### src/shared/tmirq_pkg.sv
package tmirq_pkg;
	localparam logic [11:0] TMIRQ_T1_OFF = 12'h000;
	localparam logic [11:0] TMIRQ_T2_OFF = 12'h004;
	localparam logic [11:0] TMIRQ_CTL_OFF = 12'h008;
	localparam logic [11:0] TMIRQ_STAT_OFF = 12'h00c;
	localparam logic [11:0] TMIRQ_MASK_OFF = 12'h010;
	localparam int TMIRQ_AF_BIT = 5;
	localparam int TMIRQ_PF_BIT = 4;
	localparam int TMIRQ_AE_BIT = 1;
	localparam int TMIRQ_PE_BIT = 0;
	localparam logic [7:0] TMIRQ_IMPL_MASK = 8'h33;
	localparam logic [7:0] TMIRQ_REG_RST = 8'h00;
	localparam logic [3:0] TMIRQ_EV_RST = 4'h0;
	localparam logic TMIRQ_GIE_RST = 1'b0;

	typedef struct packed {
		logic a_match;
		logic p_match;
	} tmirq_ev_t;

	typedef struct packed {
		logic a_flag;
		logic p_flag;
		logic a_en;
		logic p_en;
	} tmirq_chan_t;
endpackage

### src/hw/tmirq_chan.sv
`timescale 1ns/10ps
`default_nettype none
module tmirq_chan
	import tmirq_pkg::*;
(
	input wire logic clk,
	input wire logic rst_n,
	input wire tmirq_ev_t ev,
	input wire logic wr,
	input wire logic [7:0] wdata,
	output tmirq_chan_t st,
	output logic [7:0] rdata
);
	tmirq_chan_t st_r;

	// hardware set beats a same-cycle software clear
	always_ff @(posedge clk or negedge rst_n) begin
		if (!rst_n) begin
			st_r <= TMIRQ_EV_RST;
		end else begin
			st_r.a_flag <= ev.a_match |
				(wr ? wdata[TMIRQ_AF_BIT] : st_r.a_flag);
			st_r.p_flag <= ev.p_match |
				(wr ? wdata[TMIRQ_PF_BIT] : st_r.p_flag);
			if (wr) begin
				st_r.a_en <= wdata[TMIRQ_AE_BIT];
				st_r.p_en <= wdata[TMIRQ_PE_BIT];
			end
		end
	end

	assign st = st_r;
	always_comb begin
		rdata = 8'h00;
		rdata[TMIRQ_AF_BIT] = st_r.a_flag;
		rdata[TMIRQ_PF_BIT] = st_r.p_flag;
		rdata[TMIRQ_AE_BIT] = st_r.a_en;
		rdata[TMIRQ_PE_BIT] = st_r.p_en;
	end

	a_flag_sticky: assert property (
		@(posedge clk) disable iff (!rst_n)
		st_r.a_flag && !wr |=> st_r.a_flag)
		else $error("a flag dropped without write");
	a_event_sets: assert property (
		@(posedge clk) disable iff (!rst_n)
		ev.p_match |=> st_r.p_flag)
		else $error("p event did not set flag");
	a_a_event_sets: assert property (
		@(posedge clk) disable iff (!rst_n)
		ev.a_match |=> st_r.a_flag)
		else $error("a event did not set flag");
endmodule
`default_nettype wire

### src/hw/tmirq_top.sv
// Chosen here: the APB slave port and the placing of the registers.
`timescale 1ns/10ps
`default_nettype none
module tmirq_top
	import tmirq_pkg::*;
(
	input wire logic clk,
	input wire logic rst_n,
	input wire logic psel,
	input wire logic penable,
	input wire logic pwrite,
	input wire logic [11:0] paddr,
	input wire logic [31:0] pwdata,
	output logic [31:0] prdata,
	output logic pready,
	output logic pslverr,
	input wire logic t1_match_a,
	input wire logic t1_match_p,
	input wire logic t2_match_a,
	input wire logic t2_match_p,
	input wire logic irq_taken,
	output logic irq_req,
	output logic global_irq_enable,
	output logic irq
);
	tmirq_chan_t ch1, ch2;
	tmirq_ev_t ev1, ev2;
	logic [7:0] rd1, rd2;
	logic [3:0] stat_r, mask_r, ev_vec;
	logic gie_r, irq_req_r, irq_r;
	logic [31:0] prdata_r;
	logic pready_r, pslverr_r;
	logic acc, wr1, wr2;

	function automatic logic hit(input logic [11:0] a, input logic [11:0] o);
		hit = (a == o);
	endfunction

	// one-cycle wait state: access completes on the second penable edge
	assign acc = psel && penable && !pready_r;
	assign wr1 = acc && pwrite && hit(paddr, TMIRQ_T1_OFF);
	assign wr2 = acc && pwrite && hit(paddr, TMIRQ_T2_OFF);
	assign ev1 = '{a_match: t1_match_a, p_match: t1_match_p};
	assign ev2 = '{a_match: t2_match_a, p_match: t2_match_p};
	assign ev_vec = {t2_match_a, t2_match_p, t1_match_a, t1_match_p};

	tmirq_chan u_t1 (.clk(clk), .rst_n(rst_n), .ev(ev1), .wr(wr1),
		.wdata(pwdata[7:0]), .st(ch1), .rdata(rd1));
	tmirq_chan u_t2 (.clk(clk), .rst_n(rst_n), .ev(ev2), .wr(wr2),
		.wdata(pwdata[7:0]), .st(ch2), .rdata(rd2));

	always_ff @(posedge clk or negedge rst_n) begin
		if (!rst_n) begin
			pready_r <= 1'b0;
			pslverr_r <= 1'b0;
			prdata_r <= 32'h0000_0000;
		end else begin
			pready_r <= acc;
			pslverr_r <= 1'b0;
			prdata_r <= 32'h0000_0000;
			if (acc) begin
				case (paddr)
					TMIRQ_T1_OFF: prdata_r <= {24'h000000, rd1};
					TMIRQ_T2_OFF: prdata_r <= {24'h000000, rd2};
					TMIRQ_CTL_OFF: prdata_r <= {31'h0, gie_r};
					TMIRQ_STAT_OFF: prdata_r <= {28'h0, stat_r};
					TMIRQ_MASK_OFF: prdata_r <= {28'h0, mask_r};
					default: pslverr_r <= 1'b1;
				endcase
			end
		end
	end

	// global enable: software sets, a taken interrupt clears
	always_ff @(posedge clk or negedge rst_n) begin
		if (!rst_n) begin
			gie_r <= TMIRQ_GIE_RST;
		end else if (irq_taken) begin
			gie_r <= 1'b0;
		end else if (acc && pwrite && hit(paddr, TMIRQ_CTL_OFF)) begin
			gie_r <= pwdata[0];
		end
	end

	// event status for the bus interrupt, write one to clear, set wins
	always_ff @(posedge clk or negedge rst_n) begin
		if (!rst_n) begin
			stat_r <= TMIRQ_EV_RST;
			mask_r <= TMIRQ_EV_RST;
		end else begin
			if (acc && pwrite && hit(paddr, TMIRQ_STAT_OFF)) begin
				stat_r <= (stat_r & ~pwdata[3:0]) | ev_vec;
			end else begin
				stat_r <= stat_r | ev_vec;
			end
			if (acc && pwrite && hit(paddr, TMIRQ_MASK_OFF)) begin
				mask_r <= pwdata[3:0];
			end
		end
	end

	always_ff @(posedge clk or negedge rst_n) begin
		if (!rst_n) begin
			irq_req_r <= 1'b0;
			irq_r <= 1'b0;
		end else begin
			irq_req_r <= gie_r && !irq_taken &&
				((ch1.a_flag && ch1.a_en) || (ch1.p_flag && ch1.p_en) ||
				(ch2.a_flag && ch2.a_en) || (ch2.p_flag && ch2.p_en));
			irq_r <= |(stat_r & mask_r);
		end
	end

	assign prdata = prdata_r;
	assign pready = pready_r;
	assign pslverr = pslverr_r;
	assign irq_req = irq_req_r;
	assign global_irq_enable = gie_r;
	assign irq = irq_r;

	a_gie_cleared: assert property (
		@(posedge clk) disable iff (!rst_n)
		irq_taken |=> !gie_r)
		else $error("global enable not cleared on take");
	a_req_needs_gie: assert property (
		@(posedge clk) disable iff (!rst_n)
		irq_req_r |-> $past(gie_r))
		else $error("request without global enable");
	a_req_needs_en: assert property (
		@(posedge clk) disable iff (!rst_n)
		gie_r && !irq_taken && !ch1.a_en && !ch1.p_en && !ch2.a_en
		&& !ch2.p_en |=> !irq_req_r)
		else $error("request with all enables off");
	a_flag_no_en: assert property (
		@(posedge clk) disable iff (!rst_n)
		t1_match_a |=> ch1.a_flag)
		else $error("flag not set while disabled");
	a_rsvd_zero: assert property (
		@(posedge clk) disable iff (!rst_n)
		rd1[7:6] == 2'b00 && rd1[3:2] == 2'b00 &&
		rd2[7:6] == 2'b00 && rd2[3:2] == 2'b00)
		else $error("reserved bits not zero");
	a_p_flag_set: assert property (
		@(posedge clk) disable iff (!rst_n)
		t2_match_p |=> ##1 (rd2[TMIRQ_PF_BIT] || $past(wr2)))
		else $error("p flag not visible");
	a_set_wins: assert property (
		@(posedge clk) disable iff (!rst_n)
		wr1 && !pwdata[TMIRQ_PF_BIT] && t1_match_p |=> ch1.p_flag)
		else $error("set lost to clear");
	a_en_write: assert property (
		@(posedge clk) disable iff (!rst_n)
		wr2 |=> ch2.a_en == $past(pwdata[TMIRQ_AE_BIT]))
		else $error("enable write lost");
	a_ready_one: assert property (
		@(posedge clk) disable iff (!rst_n)
		pready_r |=> !pready_r)
		else $error("pready held");
	a_ready_follows: assert property (
		@(posedge clk) disable iff (!rst_n)
		acc |=> pready_r)
		else $error("access not answered");
	// the master still holds the address while pready stands
	a_rd_unimpl: assert property (
		@(posedge clk) disable iff (!rst_n)
		pready_r && psel && !pwrite &&
		(paddr == TMIRQ_T1_OFF || paddr == TMIRQ_T2_OFF) |->
		prdata_r[31:6] == 26'h0 && prdata_r[3:2] == 2'b00)
		else $error("unimplemented bits read nonzero");
	a_req_a_en: assert property (
		@(posedge clk) disable iff (!rst_n)
		gie_r && !irq_taken && ch1.a_flag && ch1.a_en |=> irq_req_r)
		else $error("enabled a flag gave no request");
	a_req_p_en: assert property (
		@(posedge clk) disable iff (!rst_n)
		gie_r && !irq_taken && ch2.p_flag && ch2.p_en |=> irq_req_r)
		else $error("enabled p flag gave no request");
	a_gie_write: assert property (
		@(posedge clk) disable iff (!rst_n)
		acc && pwrite && hit(paddr, TMIRQ_CTL_OFF) && !irq_taken |=>
		gie_r == $past(pwdata[0]))
		else $error("global enable write lost");
	a_stat_set: assert property (
		@(posedge clk) disable iff (!rst_n)
		t1_match_p |=> stat_r[0])
		else $error("status not set by event");
	a_stat_clear: assert property (
		@(posedge clk) disable iff (!rst_n)
		acc && pwrite && hit(paddr, TMIRQ_STAT_OFF) && pwdata[0] &&
		!t1_match_p |=> !stat_r[0])
		else $error("status not cleared by write");
	a_irq_on: assert property (
		@(posedge clk) disable iff (!rst_n)
		(stat_r & mask_r) != 4'h0 |=> irq_r)
		else $error("unmasked status gave no irq");
	a_irq_off: assert property (
		@(posedge clk) disable iff (!rst_n)
		(stat_r & mask_r) == 4'h0 |=> !irq_r)
		else $error("irq without unmasked status");
	a_err_ready: assert property (
		@(posedge clk) disable iff (!rst_n)
		pslverr_r |-> pready_r)
		else $error("error outside ready");
	c_taken: cover property (@(posedge clk) disable iff (!rst_n)
		irq_req_r ##1 irq_taken);
	c_collide: cover property (@(posedge clk) disable iff (!rst_n)
		wr1 && t1_match_a);
	c_set_wins: cover property (@(posedge clk) disable iff (!rst_n)
		wr1 && t1_match_p);
	c_irq: cover property (@(posedge clk) disable iff (!rst_n) irq_r);
endmodule
`default_nettype wire

### config.mk
export PLATFORM = sky130hd
export DESIGN_NAME = tmirq_top
export DESIGN_NICKNAME = d
export VERILOG_FILES = /design/src/shared/tmirq_pkg.sv /design/src/hw/tmirq_chan.sv /design/src/hw/tmirq_top.sv
export SDC_FILE = /design/constraint.sdc
export NUM_CORES = 1
export LEC_CHECK = 0
export BUFFER_PORTS_ARGS = -buffer_cell sky130_fd_sc_hd__buf_4
export CAP_MARGIN = 20
export CORE_UTILIZATION = 38
export CTS_CLUSTER_DIAMETER = 60
export CTS_CLUSTER_SIZE = 14
export DETAILED_ROUTE_END_ITERATION = 16
export GPL_ROUTABILITY_DRIVEN = 0
export HOLD_SLACK_MARGIN = 0.08
export PLACE_DENSITY = 0.78
export SYNTH_ARGS = -nofsm -noshare
export SYNTH_HDL_FRONTEND = slang
export SYNTH_SLANG_ARGS = --single-unit
### constraint.sdc
create_clock -name clk -period 1.56 [get_ports clk]
set_input_delay 0.234 -clock clk [delete_from_list [all_inputs] [get_ports clk]]
set_output_delay 0.234 -clock clk [all_outputs]
set_load 0.01 [all_outputs]
### Yosys cells after proc, flatten, opt, wreduce, memory -nomap -nowiden

Index checks and enable logic that the tools add are counted.

| storage, ports and cells | value |
|---|---|
| logic and storage cells | 63 |
| bits in registers | 53 |

| cells by class | value |
|---|---|
| reductions and logical operators | 23 |
| bitwise gates (word level) | 9 |
| mux-type cells | 11 |
| equality and inequality tests | 4 |

Operators with widths:

| operator | number |
|---|---|
| case mux 6 bit (5 select lines) | 1 |
| equality test 12 x 4 -> 1 bit (second input constant) | 2 |
| logical AND 1 bit | 14 |
| equality test 12 x 3 -> 1 bit (second input constant) | 1 |
| equality test 12 x 5 -> 1 bit (second input constant) | 1 |
| zero test 12 bit | 1 |
| bitwise AND 4 bit | 2 |
| two-way mux 1 bit | 8 |
| OR 4 bit | 2 |
| two-way mux 6 bit | 1 |
| OR reduction 5 bit | 1 |
| two-way mux 4 bit | 1 |
| inverter 4 bit | 1 |
| OR 1 bit | 4 |
| OR reduction 4 bit | 1 |
| logical OR 1 bit | 3 |
| zero test 1 bit | 2 |
| nonzero test 2 bit | 1 |

### Longest topological paths before layout

Gate-level depths: netlist (run 1).

| depth | value |
|---|---|
| depth in word-level cells | 6 |
| gate-level depth with buffers | 5 |
| depth with buffers taken out | 5 |

### By module

A second synthesis (run 1) with hierarchy kept.

| unflattened totals | value |
|---|---|
| cell total of the unflattened synthesis | 160 |
| area total of the unflattened synthesis | 1684.1 um^2 |

By module, submodules not included:

| module | cells an instance | area an instance (um^2) | seq. area each (um^2) | times used |
|---|---|---|---|---|
| tmirq_top | 122 | 1251.2 | 525.5 | 1 |
| tmirq_chan | 19 | 216.5 | 100.1 | 2 |

### Worst setup path before layout (run 1)

No wires, ideal clock.

| timing | value |
|---|---|
| path type | input -> register |
| from | in paddr[9] |
| to | reg u_t2.st_r (netlist bit u_t2.rdata[0]) |
| stages | 4 |
| required time | 1.435 ns |
| buffers on the path | 0 |
| setup slack | -0.209 ns |
| data arrival time | 1.644 ns |
| path through | or4_4 -> nand4b_4 -> nor3b_4 -> mux2_2 |

| between the ends | value |
|---|---|
| word-level cells in the longest chain between the ends | 2 |

Ends and longest elaborated chain:

| item | line | text |
|---|---|---|
| from (decl) | tmirq_top.sv:12 | `input wire logic [11:0] paddr,` |
| equality test 12 x 3 -> 1 bit | tmirq_top.sv:36 | `hit = (a == o);` |
| logical AND 1 bit | tmirq_top.sv:42 | `assign wr2 = acc && pwrite && hit(paddr, TMIRQ_T2_OFF);` |
| to (decl) | tmirq_chan.sv:14 | `tmirq_chan_t st_r;` |

Every way passes these cells.
A chain may end at the register's enable or synchronous reset.

### Final worst setup path (run 1)

| timing | value |
|---|---|
| from | reg pready_r (netlist: pready) |
| to | reg u_t2.st_r (netlist bit u_t2.rdata[0]) |

| between the ends | value |
|---|---|
| word-level cells in the longest chain between the ends | 4 |

Ends and longest elaborated chain:

| item | line | text |
|---|---|---|
| from (decl) | tmirq_top.sv:32 | `logic pready_r, pslverr_r;` |
| from (signal assigned) | tmirq_top.sv:54 | `pready_r <= 1'b0;` |
| from (signal assigned) | tmirq_top.sv:58 | `pready_r <= acc;` |
| zero test 1 bit | tmirq_top.sv:40 | `assign acc = psel && penable && !pready_r;` |
| logical AND 1 bit | tmirq_top.sv:40 |  |
| named net acc | tmirq_top.sv:33 | `logic acc, wr1, wr2;` |
| logical AND 1 bit (2 in a row) | tmirq_top.sv:42 |  |

The timed path passes the listed nets, and every way through them passes these cells.

==> results of run 1 <==
## metrics by stage
stage          hold slack (ps)  cells  TNS, ps  setup WS, ps
2_1_floorplan            -61.6    158    -1080          -186
3_3_place_gp               161    232    -3250          -244
3_5_place_dp               166    232    -3820          -308
4_1_cts                    174    237    -42.0         -36.0
5_1_grt                    163    237     -298         -96.4
6_report                   179    237    -35.6         -15.0
## cells in the final DEF, fill, tap and decap left out, drive strengths merged, types with 2 or more instances in the layout
master,count
nor2,14
mux2,8
a22oi,8
mux2i,8
buf,54
dfrtp,27
nand2b,6
clkbuf,3
nor3b,2
nand3b,2
nand2,5
and2,2
nor3,5
conb,26
o21ai,5
## where the power goes
group | switching [mW] | internal (mW)
Sequential | 0.00127 | 0.702
Clock | 0.210 | 0.179
Combinational | 0.0952 | 0.0825
Total | 0.307 | 0.964
## metal layers
metal / GRT usage, % / vias up
met2: 30.9 / 40
met1: 18.4 / 527
met4: 3.69 / 0
met3: 3.93 / 5
met5: 0 / -
li1: - / 524
## Yosys cell counts
master	count
nor3b_4	1
a21oi_1	1
nor3_4	1
and2b_1	1
mux2_2	8
inv_1	1
nand4b_4	1
buf_2	2
conb_1	1
nor3_1	4
nand2b_1	6
and4_1	1
and2_1	1
or4_4	1
nand4_1	1
nor3b_1	1
mux2i_1	8
o21ai_0	5
mux4_2	1
and2_0	1
nand3b_1	2
o2bb2ai_1	1
dfrtp_1	27
a22oi_1	8
buf_4	26
a31oi_1	1
nor2_1	14
and3_1	1
nor4b_1	1
nand2_1	5
## timing repair
action / CTS / global route
endpoints found under the setup margin: 4 / 6
hold buffers: 1 / 0
pin swaps: 2 / 1
hold endpoints to repair: 27 / 0
resized for setup: 1 / 3
## cells by family after synthesis
logic type / count (synthesis) / share of synthesized area (%)
simple gates: 43 / 18.6
mux: 17 / 13.2
other cells: 1 / 0.257
compound gates: 16 / 7.21
buf+inv: 29 / 14.3
flops: 27 / 46.4
## path summary, 6_finish.rpt
path                             from             to  slack, ps  cells after the start
setup / recovery               pready  u_t2.rdata[0]        -20                      5
hold / removal             t1_match_p      stat_r[0]        180                      2
setup reg to reg               pready  u_t2.rdata[0]        -20                      5
hold reg to reg             stat_r[2]            irq        560                      2
max in group asynchronous       rst_n      prdata[1]        880                      2
min in group asynchronous       rst_n      stat_r[2]        420                      2
## sequential cells by signal (all words and copies together), names as in the netlist
register / flops
u_t1.rdata: 4
pready: 1
stat_r: 4
u_t2.rdata: 4
mask_r: 4
prdata: 6
pslverr: 1
global_irq_enable: 1
irq_req: 1
irq: 1
## critical path: stages (launching register included)
cell      delay [ps]
dfrtp_1          390
nand3b_1         200
inv_2            110
nand4b_4         140
nor3b_4          310
mux2_4           330
## cell type report
type	count	area, sq um	share of cell area, %
multi-input cells	102	704	36.9
repair buffers	55	419	22.0
flip-flops and latches	27	676	35.4
inverters	1	3.75	0.197
well taps	48	60.1	3.15
clock inverters	1	5.00	0.262
clock buffers	3	41.3	2.16
==> impl_metrics.py, run 1 <==
metrics = {
    "detailed_routing": {
        "wire_per_inst_um": 12.9,
        "route.met2.wl_um": 1650,
        "drtAntennaViolNets": 0,
        "m1WireLength_um": 1210,
        "vias_per_cell": 4.62,
        "maxUsedRoutingLayer": "met4",
        "detail_route.wirelength_um": 3050,
        "detailroute.wirelength.met3_um": 152,
        "remaining_drc_errors": 0,
        "drt_iter0_markers": 76,
        "firstDrtPassIters": 4,
        "routed-via-count": 1096,
    },
    "grt": {
        "initial_antenna_violation_count": 0,
        "track_usage_pct": 16.4,
        "first_pass_grt_wire_length_um": 5110,
        "first_global_vias": 1072,
        "aggregate_global_routing_overflow": 0,
        "maximum_number_of_pins_on_one_net_before_global_route_repair": 28,
    },
    "synth": {
        "mappedNetlistArea_sq_um": 1460,
        "synth_cell_type_count": 30,
        "ys_seq_elements": 27,
        "netlist_top_cells_area": "dfrtp_1, buf_4, mux2_2, mux2i_1, a22oi_1",
        "yosys.area.top_type_share_pct": 46.4,
        "postSynthCellCount": 133,
        "synth.avg_cell_area_sq_um": 11.0,
        "ys.warnings.count": 0,
        "synth_top_cell_by_area": "dfrtp_1",
        "synth_seq_area_share_pct": 46.4,
    },
    "sta": {
        "rsz0062_at_grt": "true",
        "final_hold_viols": 0,
        "post-route-min-period_ps": 1580,
        "fin_worst_skew_ps": 6.48,
        "finalSetupViolCount": 3,
        "final.setup.worst_slack_ps": -15.0,
        "finalMaxSlewViolations": 0,
        "fmax_mhz": 635,
        "min_period_over_period_pct": 101,
    },
    "critical_path": {
        "cp-start-kind": "register",
        "worstPathArrival_ps": 1740,
        "worst-setup-path-type": "register to register",
        "worst-endpoint-required_ps": 1730,
        "critPathMaxFanout": 4,
        "timing.critical_path.to_type": "register",
    },
    "cells_and_area": {
        "area_growth_syn_to_layout_pct": 31.0,
        "layout_cells_sized_above_1_pct": 39.7,
        "antenna_diode_count": 0,
        "post-route-util_pct": 52.2,
        "final_design_area_no_fill_sq_um": 1910,
        "fill_cells": 354,
        "finalNetCount": 244,
    },
    "die": {
        "fp.dieH_um": 63.9,
        "floorplan.core_area_sq_um": 3660,
        "dieWidth_um": 63.9,
        "ios": 91,
        "floorplan.rows": 22,
        "die_area_sq_um": 4090,
        "floorplan.initialDensity_pct": 39.8,
    },
    "pwr": {
        "p_per_area_nw_per_um2": 665,
        "total_power_mw": 1.27,
        "worst_ir_drop_vdd_mv": 0.340,
        "power.leakage_nw": 0.932,
    },
    "clocking": {
        "clk_latency_ps": 270,
        "h-tree-depth": 1,
        "clock_root_buffer": "clkbuf_8",
        "clock-sinks": 27,
        "cts_tree": "done",
        "numCtsBuffers": 3,
        "worst_setup_hold_path_clk_slew_ps": 90,
        "clock_path_buffers": 2,
        "cts_setup_buffers": 0,
    },
    "hold_path": {
        "hold_path_class": "input port to register",
    },
    "status": {
        "violations": "negative setup slack",
        "outcome": "finished, violations left",
    },
    "run": {
        "max_cap_viol_count": 0,
    },
    "place": {
        "place.port_buffers": 38,
        "placed_area_sq_um": 1840,
        "estimated_wirelength_of_the_detail_placed_design_um": 2460,
    },
}
Note: power is estimated with default switching activity, not from simulation.
==> inputs of run 2 (changes only) <==
==> constraint.sdc (replaced) <==
create_clock -name clk -period 1.3 [get_ports clk]
set_input_delay 0.195 -clock clk [delete_from_list [all_inputs] [get_ports clk]]
set_output_delay 0.195 -clock clk [all_outputs]
set_load 0.01 [all_outputs]
==> run 2 against run 1 <==
Effect of this change:
- the flow still finishes with violations (negative setup slack)
- largest cell class unchanged
- first-iteration DRC count decreased by 20%
- core utilization increased by 1.4 points
- maximum frequency increased by 2.4%
- sequential power increased by 20%
- hold slack got worse by 46 ps
- clock power increased by 17%
- combinational power increased by 29%
- count of clock-buffer cells in the layout unchanged
- non-clock buffer count increased by 3
- sequential share of layout area decreased by 0.95 points
- design area increased by 2.8%
- sequential cell count unchanged
==> impl_metrics.py, run 2 (synthesis results as in run 1) <==
metrics = {
    "status": {
        "outcome": "finished, violations left",
        "violations": "negative setup slack",
    },
    "cells_and_area": {
        "layout_cells_sized_above_1_pct": 41.1,
        "area_growth_syn_to_layout_pct": 34.6,
        "antenna_diode_count": 0,
        "final_cell_mix": "buf_4, dfrtp_1, conb_1",
        "flip_flop_count_of_the_largest_register_all_copies_and_words_added": 6,
        "post-route-util_pct": 53.6,
        "final_design_area_no_fill_sq_um": 1960,
        "final_common_cell": "buf_4",
        "finalNetCount": 247,
        "layout.cells.non_filler": 240,
    },
    "clocking": {
        "clock-sinks": 27,
        "cts_tree": "done",
        "clk_latency_ps": 270,
        "worst_setup_hold_path_clk_slew_ps": 90,
        "clock_path_buffers": 2,
        "clock_root_buffer": "clkbuf_8",
        "numCtsBuffers": 3,
        "h-tree-depth": 1,
    },
    "die": {
        "floorplan.core_area_sq_um": 3660,
        "dieWidth_um": 63.9,
        "fp.dieH_um": 63.9,
        "die_area_sq_um": 4090,
        "floorplan.initialDensity_pct": 39.8,
        "floorplan.rows": 22,
        "ios": 91,
    },
    "detailed_routing": {
        "vias_per_cell": 4.68,
        "wire_per_inst_um": 12.1,
        "remaining_drc_errors": 0,
        "routed-via-count": 1124,
        "drt_iter0_markers": 61,
        "drtAntennaViolNets": 0,
        "detail_route.wirelength_um": 2910,
        "firstDrtPassIters": 4,
    },
    "grt": {
        "first_global_vias": 1087,
        "maximum_number_of_pins_on_one_net_before_global_route_repair": 28,
        "initial_antenna_violation_count": 0,
        "track_usage_pct": 15.7,
        "aggregate_global_routing_overflow": 0,
        "first_pass_grt_wire_length_um": 4910,
    },
    "critical_path": {
        "timing.critical_path.to_type": "register",
        "critPathMaxFanout": 3,
        "r2r_start": "pready",
        "r2r_end": "u_t2.rdata[0]",
        "worst_setup_path_endpoint": "u_t2.rdata[0]",
        "worstPathArrival_ps": 1700,
        "worst_setup_path_startpoint": "pready",
        "rr_worst_depth": 5,
        "setup.reg_to_reg.worst_slack_ps": -240,
        "worst-endpoint-required_ps": 1460,
        "worst-setup-path-type": "register to register",
        "cp-start-kind": "register",
    },
    "place": {
        "placed_area_sq_um": 1870,
        "placedCellCount": 234,
        "estimated_wirelength_of_the_detail_placed_design_um": 2410,
        "place.port_buffers": 38,
        "place_ws_ps": -493,
    },
    "pwr": {
        "worst_ir_drop_vdd_mv": 0.428,
        "p_per_area_nw_per_um2": 780,
        "power.leakage_nw": 0.953,
    },
    "sta": {
        "finalMaxSlewViolations": 0,
        "hold_slack_ps": 134,
        "final.setup.worst_slack_ps": -238,
        "min_period_over_period_pct": 118,
        "fin_worst_skew_ps": 4.40,
        "rsz0062_at_grt": "true",
        "finalSetupViolCount": 17,
        "post-route-min-period_ps": 1540,
        "fmax_mhz": 650,
        "final_hold_viols": 0,
    },
    "hold_path": {
        "min-delay-start": "t2_match_p",
        "hold_path_class": "input port to register",
    },
    "run": {
        "max_cap_viol_count": 0,
    },
}
[run 2: cell types whose count changed in the layout (fill, tap and decap cells not counted), sizes merged]
cell	delta
buf	+3
[run 2: where the power goes]
part | switching, mW | internal [mW] | total (mW)
Combinational | 0.117 | 0.113 | 0.229
Clock | 0.242 | 0.215 | 0.457
Sequential | 0.00133 | 0.843 | 0.844
Total | 0.360 | 1.17 | 1.53
[run 2: layout make-up]
| cell class | count | area [sq um] |
|---|---|---|
| timing repair buffer | 58 | 465 |
| fill | 344 | 1700 |
| clock inverter | 1 | 5.00 |
| sequential | 27 | 676 |
| tap | 48 | 60.1 |
| multi-input combinational | 102 | 711 |
| clock buffer | 3 | 41.3 |
| inverter | 1 | 3.75 |
[run 2: worst min-delay path by stage]
stage,slack (ps),cells after the start,to
4_1_cts,130,2,stat_r[2]
3_3_place_gp,120,1,pslverr
5_1_grt,120,2,stat_r[0]
6_report,130,2,stat_r[2]
3_5_place_dp,120,1,pslverr
2_1_floorplan,-100,0,global_irq_enable
[run 2: through the flow]
step	power [mW]	TNS [ps]
floorplan	1.00	-3830
global placement	1.08	-8220
detailed placement	1.08	-8740
CTS	1.55	-2700
global route	1.62	-3960
finish	1.53	-2520
[run 2: timing repair]
action	in CTS	in global routing
hold buffers	1	0
setup endpoints to repair	17	23
setup buffers	1	0
gates cloned	0	0
gates resized for setup	4	8
hold endpoints to repair	27	0
pin swaps	3	4
[run 2: per-layer routing]
layer	share of wire [%]	track usage, %
met1	38	18.0
met2	54	28.3
met3	6.8	3.75
met4	1.2	4.83
met5	0	0
[run 2: worst max-delay path: stages, from the launching register on]
cell,delay (ps)
dfrtp_1,380
nand3b_1,200
inv_2,110
nand4b_4,150
nor3b_4,280
mux2_4,320
==> inputs of run 3 (changes only) <==
--- a/config.mk
+++ b/config.mk
@@ -14,6 +14,8 @@
 export GPL_ROUTABILITY_DRIVEN = 0
 export HOLD_SLACK_MARGIN = 0.08
 export PLACE_DENSITY = 0.78
+export SETUP_SLACK_MARGIN = 0.3
+export SLEW_MARGIN = 20
 export SYNTH_ARGS = -nofsm -noshare
 export SYNTH_HDL_FRONTEND = slang
 export SYNTH_SLANG_ARGS = --single-unit
==> run 3 against run 2 <==
Effect of this change:
- the flow still finishes with violations (negative setup slack)
- wire length rose by 9.3%
- setup slack got worse by 51 ps
- power is 1.2% higher
- sequential power is essentially flat
- non-clock buffer count up 4
- core utilization increased by 2.2 points
- register-to-register slack got worse by 50 ps
- die area unchanged
- cell count rose by 1.7%
- clock skew fell by 2.7 ps
- sequential cell count stayed put
- largest power group unchanged
- design area rose by 4.1%
==> impl_metrics.py, run 3 (synthesis results as in run 1) <==
metrics = {
    "hold_path": {
        "hold_path_class": "input port to register",
    },
    "critical_path": {
        "critical-path-top-delay-family": "simple AND/OR/NAND/NOR gates",
        "timing.critical_path.to_type": "register",
        "worstPathArrival_ps": 1750,
        "cp_num_buf_inv": 1,
        "critPathMaxFanout": 4,
        "path_cells": "nand3b_1 -> inv_2 -> nand4b_4 -> nor3b_4 -> mux2_4",
        "critical_path.max_stage_delay_ps": 380,
        "worst-endpoint-required_ps": 1460,
        "worst-setup-path-type": "register to register",
        "cp-start-kind": "register",
        "worst_path_max_delay_cell": "dfrtp_1",
    },
    "detailed_routing": {
        "firstDrtPassIters": 4,
        "wire_per_inst_um": 13.0,
        "routed-via-count": 1151,
        "remaining_drc_errors": 0,
        "detail_route.wirelength_um": 3180,
        "vias_per_cell": 4.72,
        "drt_iter0_markers": 38,
        "drtAntennaViolNets": 0,
    },
    "grt": {
        "initial_antenna_violation_count": 0,
        "first_global_vias": 1155,
        "aggregate_global_routing_overflow": 0,
        "maximum_number_of_pins_on_one_net_before_global_route_repair": 28,
        "track_usage_pct": 17.4,
        "first_pass_grt_wire_length_um": 5490,
    },
    "clocking": {
        "worst_setup_hold_path_clk_slew_ps": 90,
        "numCtsBuffers": 3,
        "cts_tree": "done",
        "clock_root_buffer": "clkbuf_8",
        "h-tree-depth": 1,
        "clk_latency_ps": 270,
        "clock_path_buffers": 2,
        "clock-sinks": 27,
    },
    "pwr": {
        "worst_ir_drop_vdd_mv": 0.586,
        "power_switching_share_pct": 23.9,
        "power_report.internal_total_mw": 1.18,
        "total_power_mw": 1.55,
        "p_per_area_nw_per_um2": 758,
        "power.sequential.fraction_pct": 54.5,
        "pwr-share-clk_pct": 30.3,
        "power.leakage_nw": 0.987,
        "switchingPower_uw": 370,
        "combinationalPowerShare_pct": 15.2,
    },
    "sta": {
        "final.setup.worst_slack_ps": -289,
        "min_period_over_period_pct": 122,
        "fin_worst_skew_ps": 1.70,
        "finalSetupViolCount": 17,
        "finalMaxSlewViolations": 0,
        "hold_slack_ps": 137,
        "rsz0062_at_grt": "true",
        "fmax_mhz": 629,
        "final_hold_viols": 0,
        "post-route-min-period_ps": 1590,
    },
    "cells_and_area": {
        "layout.cells.non_filler": 244,
        "final_common_cell": "buf_4",
        "antenna_diode_count": 0,
        "finalNetCount": 251,
        "final_cell_mix": "buf_4, dfrtp_1, conb_1",
        "layout_cells_sized_above_1_pct": 43.4,
        "area_growth_syn_to_layout_pct": 40.2,
        "fill_cells": 328,
        "flip_flop_count_of_the_largest_register_all_copies_and_words_added": 6,
    },
    "die": {
        "ios": 91,
        "floorplan.initialDensity_pct": 39.8,
        "fp.dieH_um": 63.9,
        "die_area_sq_um": 4090,
        "floorplan.core_area_sq_um": 3660,
        "dieWidth_um": 63.9,
        "floorplan.rows": 22,
    },
    "run": {
        "max_cap_viol_count": 0,
    },
    "place": {
        "estimated_wirelength_of_the_detail_placed_design_um": 2510,
        "place_ws_ps": -508,
        "place.port_buffers": 38,
        "placedCellCount": 235,
    },
    "status": {
        "outcome": "finished, violations left",
        "violations": "negative setup slack",
    },
}
-- run 3: cell types whose count changed in the layout (fill, tap and decap cells not counted) --
| cell | delta |
|---|---|
| buf_6 | +11 |
| o21ai_1 | -3 |
| o21ai_2 | +3 |
| clkbuf_1 | +1 |
| clkinv_2 | -1 |
| buf_4 | -7 |
-- run 3: cell type report --
type / count / area (sq um) / area share [%]
clock buffers: 4 / 45.0 / 2.20
inverters: 1 / 3.75 / 0.184
multi-input cells: 102 / 722 / 35.3
flip-flops and latches: 27 / 676 / 33.1
well taps: 48 / 60.1 / 2.94
repair buffers: 62 / 537 / 26.3
-- run 3: power groups by stage --
stage	clock, mW	combinational, mW	sequential [mW]
3_3_place_gp	0	0.220	0.861
2_1_floorplan	0	0.139	0.863
6_report	0.469	0.235	0.844
3_5_place_dp	0	0.224	0.861
5_1_grt	0.538	0.256	0.845
4_1_cts	0.489	0.230	0.844
-- run 3: path summary, 6_finish.rpt --
check,endpoint,depth (start not counted),slack (ps),from
max in group asynchronous,irq_req,2,680,rst_n
min reg2reg,stat_r[0],2,550,stat_r[0]
max,u_t2.rdata[0],5,-290,pready
min in group asynchronous,pslverr,2,370,rst_n
max reg2reg,u_t2.rdata[0],5,-290,pready
min,stat_r[1],2,140,t1_match_a
-- run 3: routing by layer --
layer	share of wire [%]	up-vias	routed length, um	track usage, %
met1	39	558	1250	19.8
met4	0.44	0	14	3.69
met5	0	-	0	0
li1	-	541	-	-
met3	6.6	2	210	5.00
met2	54	50	1710	31.9
-- run 3: through the flow --
stage                     util (%)  setup TNS (ps)  area, sq um
after floorplan                  -           -3830         1580
after global placement        51.2           -8310         1880
after detailed placement      51.2           -8720         1880
after CTS                     54.4           -3710         1990
after global routing          55.8           -5470         2040
final                         55.8           -3730         2040
-- run 3: repair_timing --
| item | in CTS | in global routing |
|---|---|---|
| pin swaps | 5 | 3 |
| endpoints found under the setup margin | 25 | 32 |
| gates cloned | 0 | 0 |
| gates resized for setup | 15 | 11 |
| buffers inserted | 3 | 1 |
| hold buffers | 1 | 0 |
| endpoints found under the hold margin | 27 | 0 |
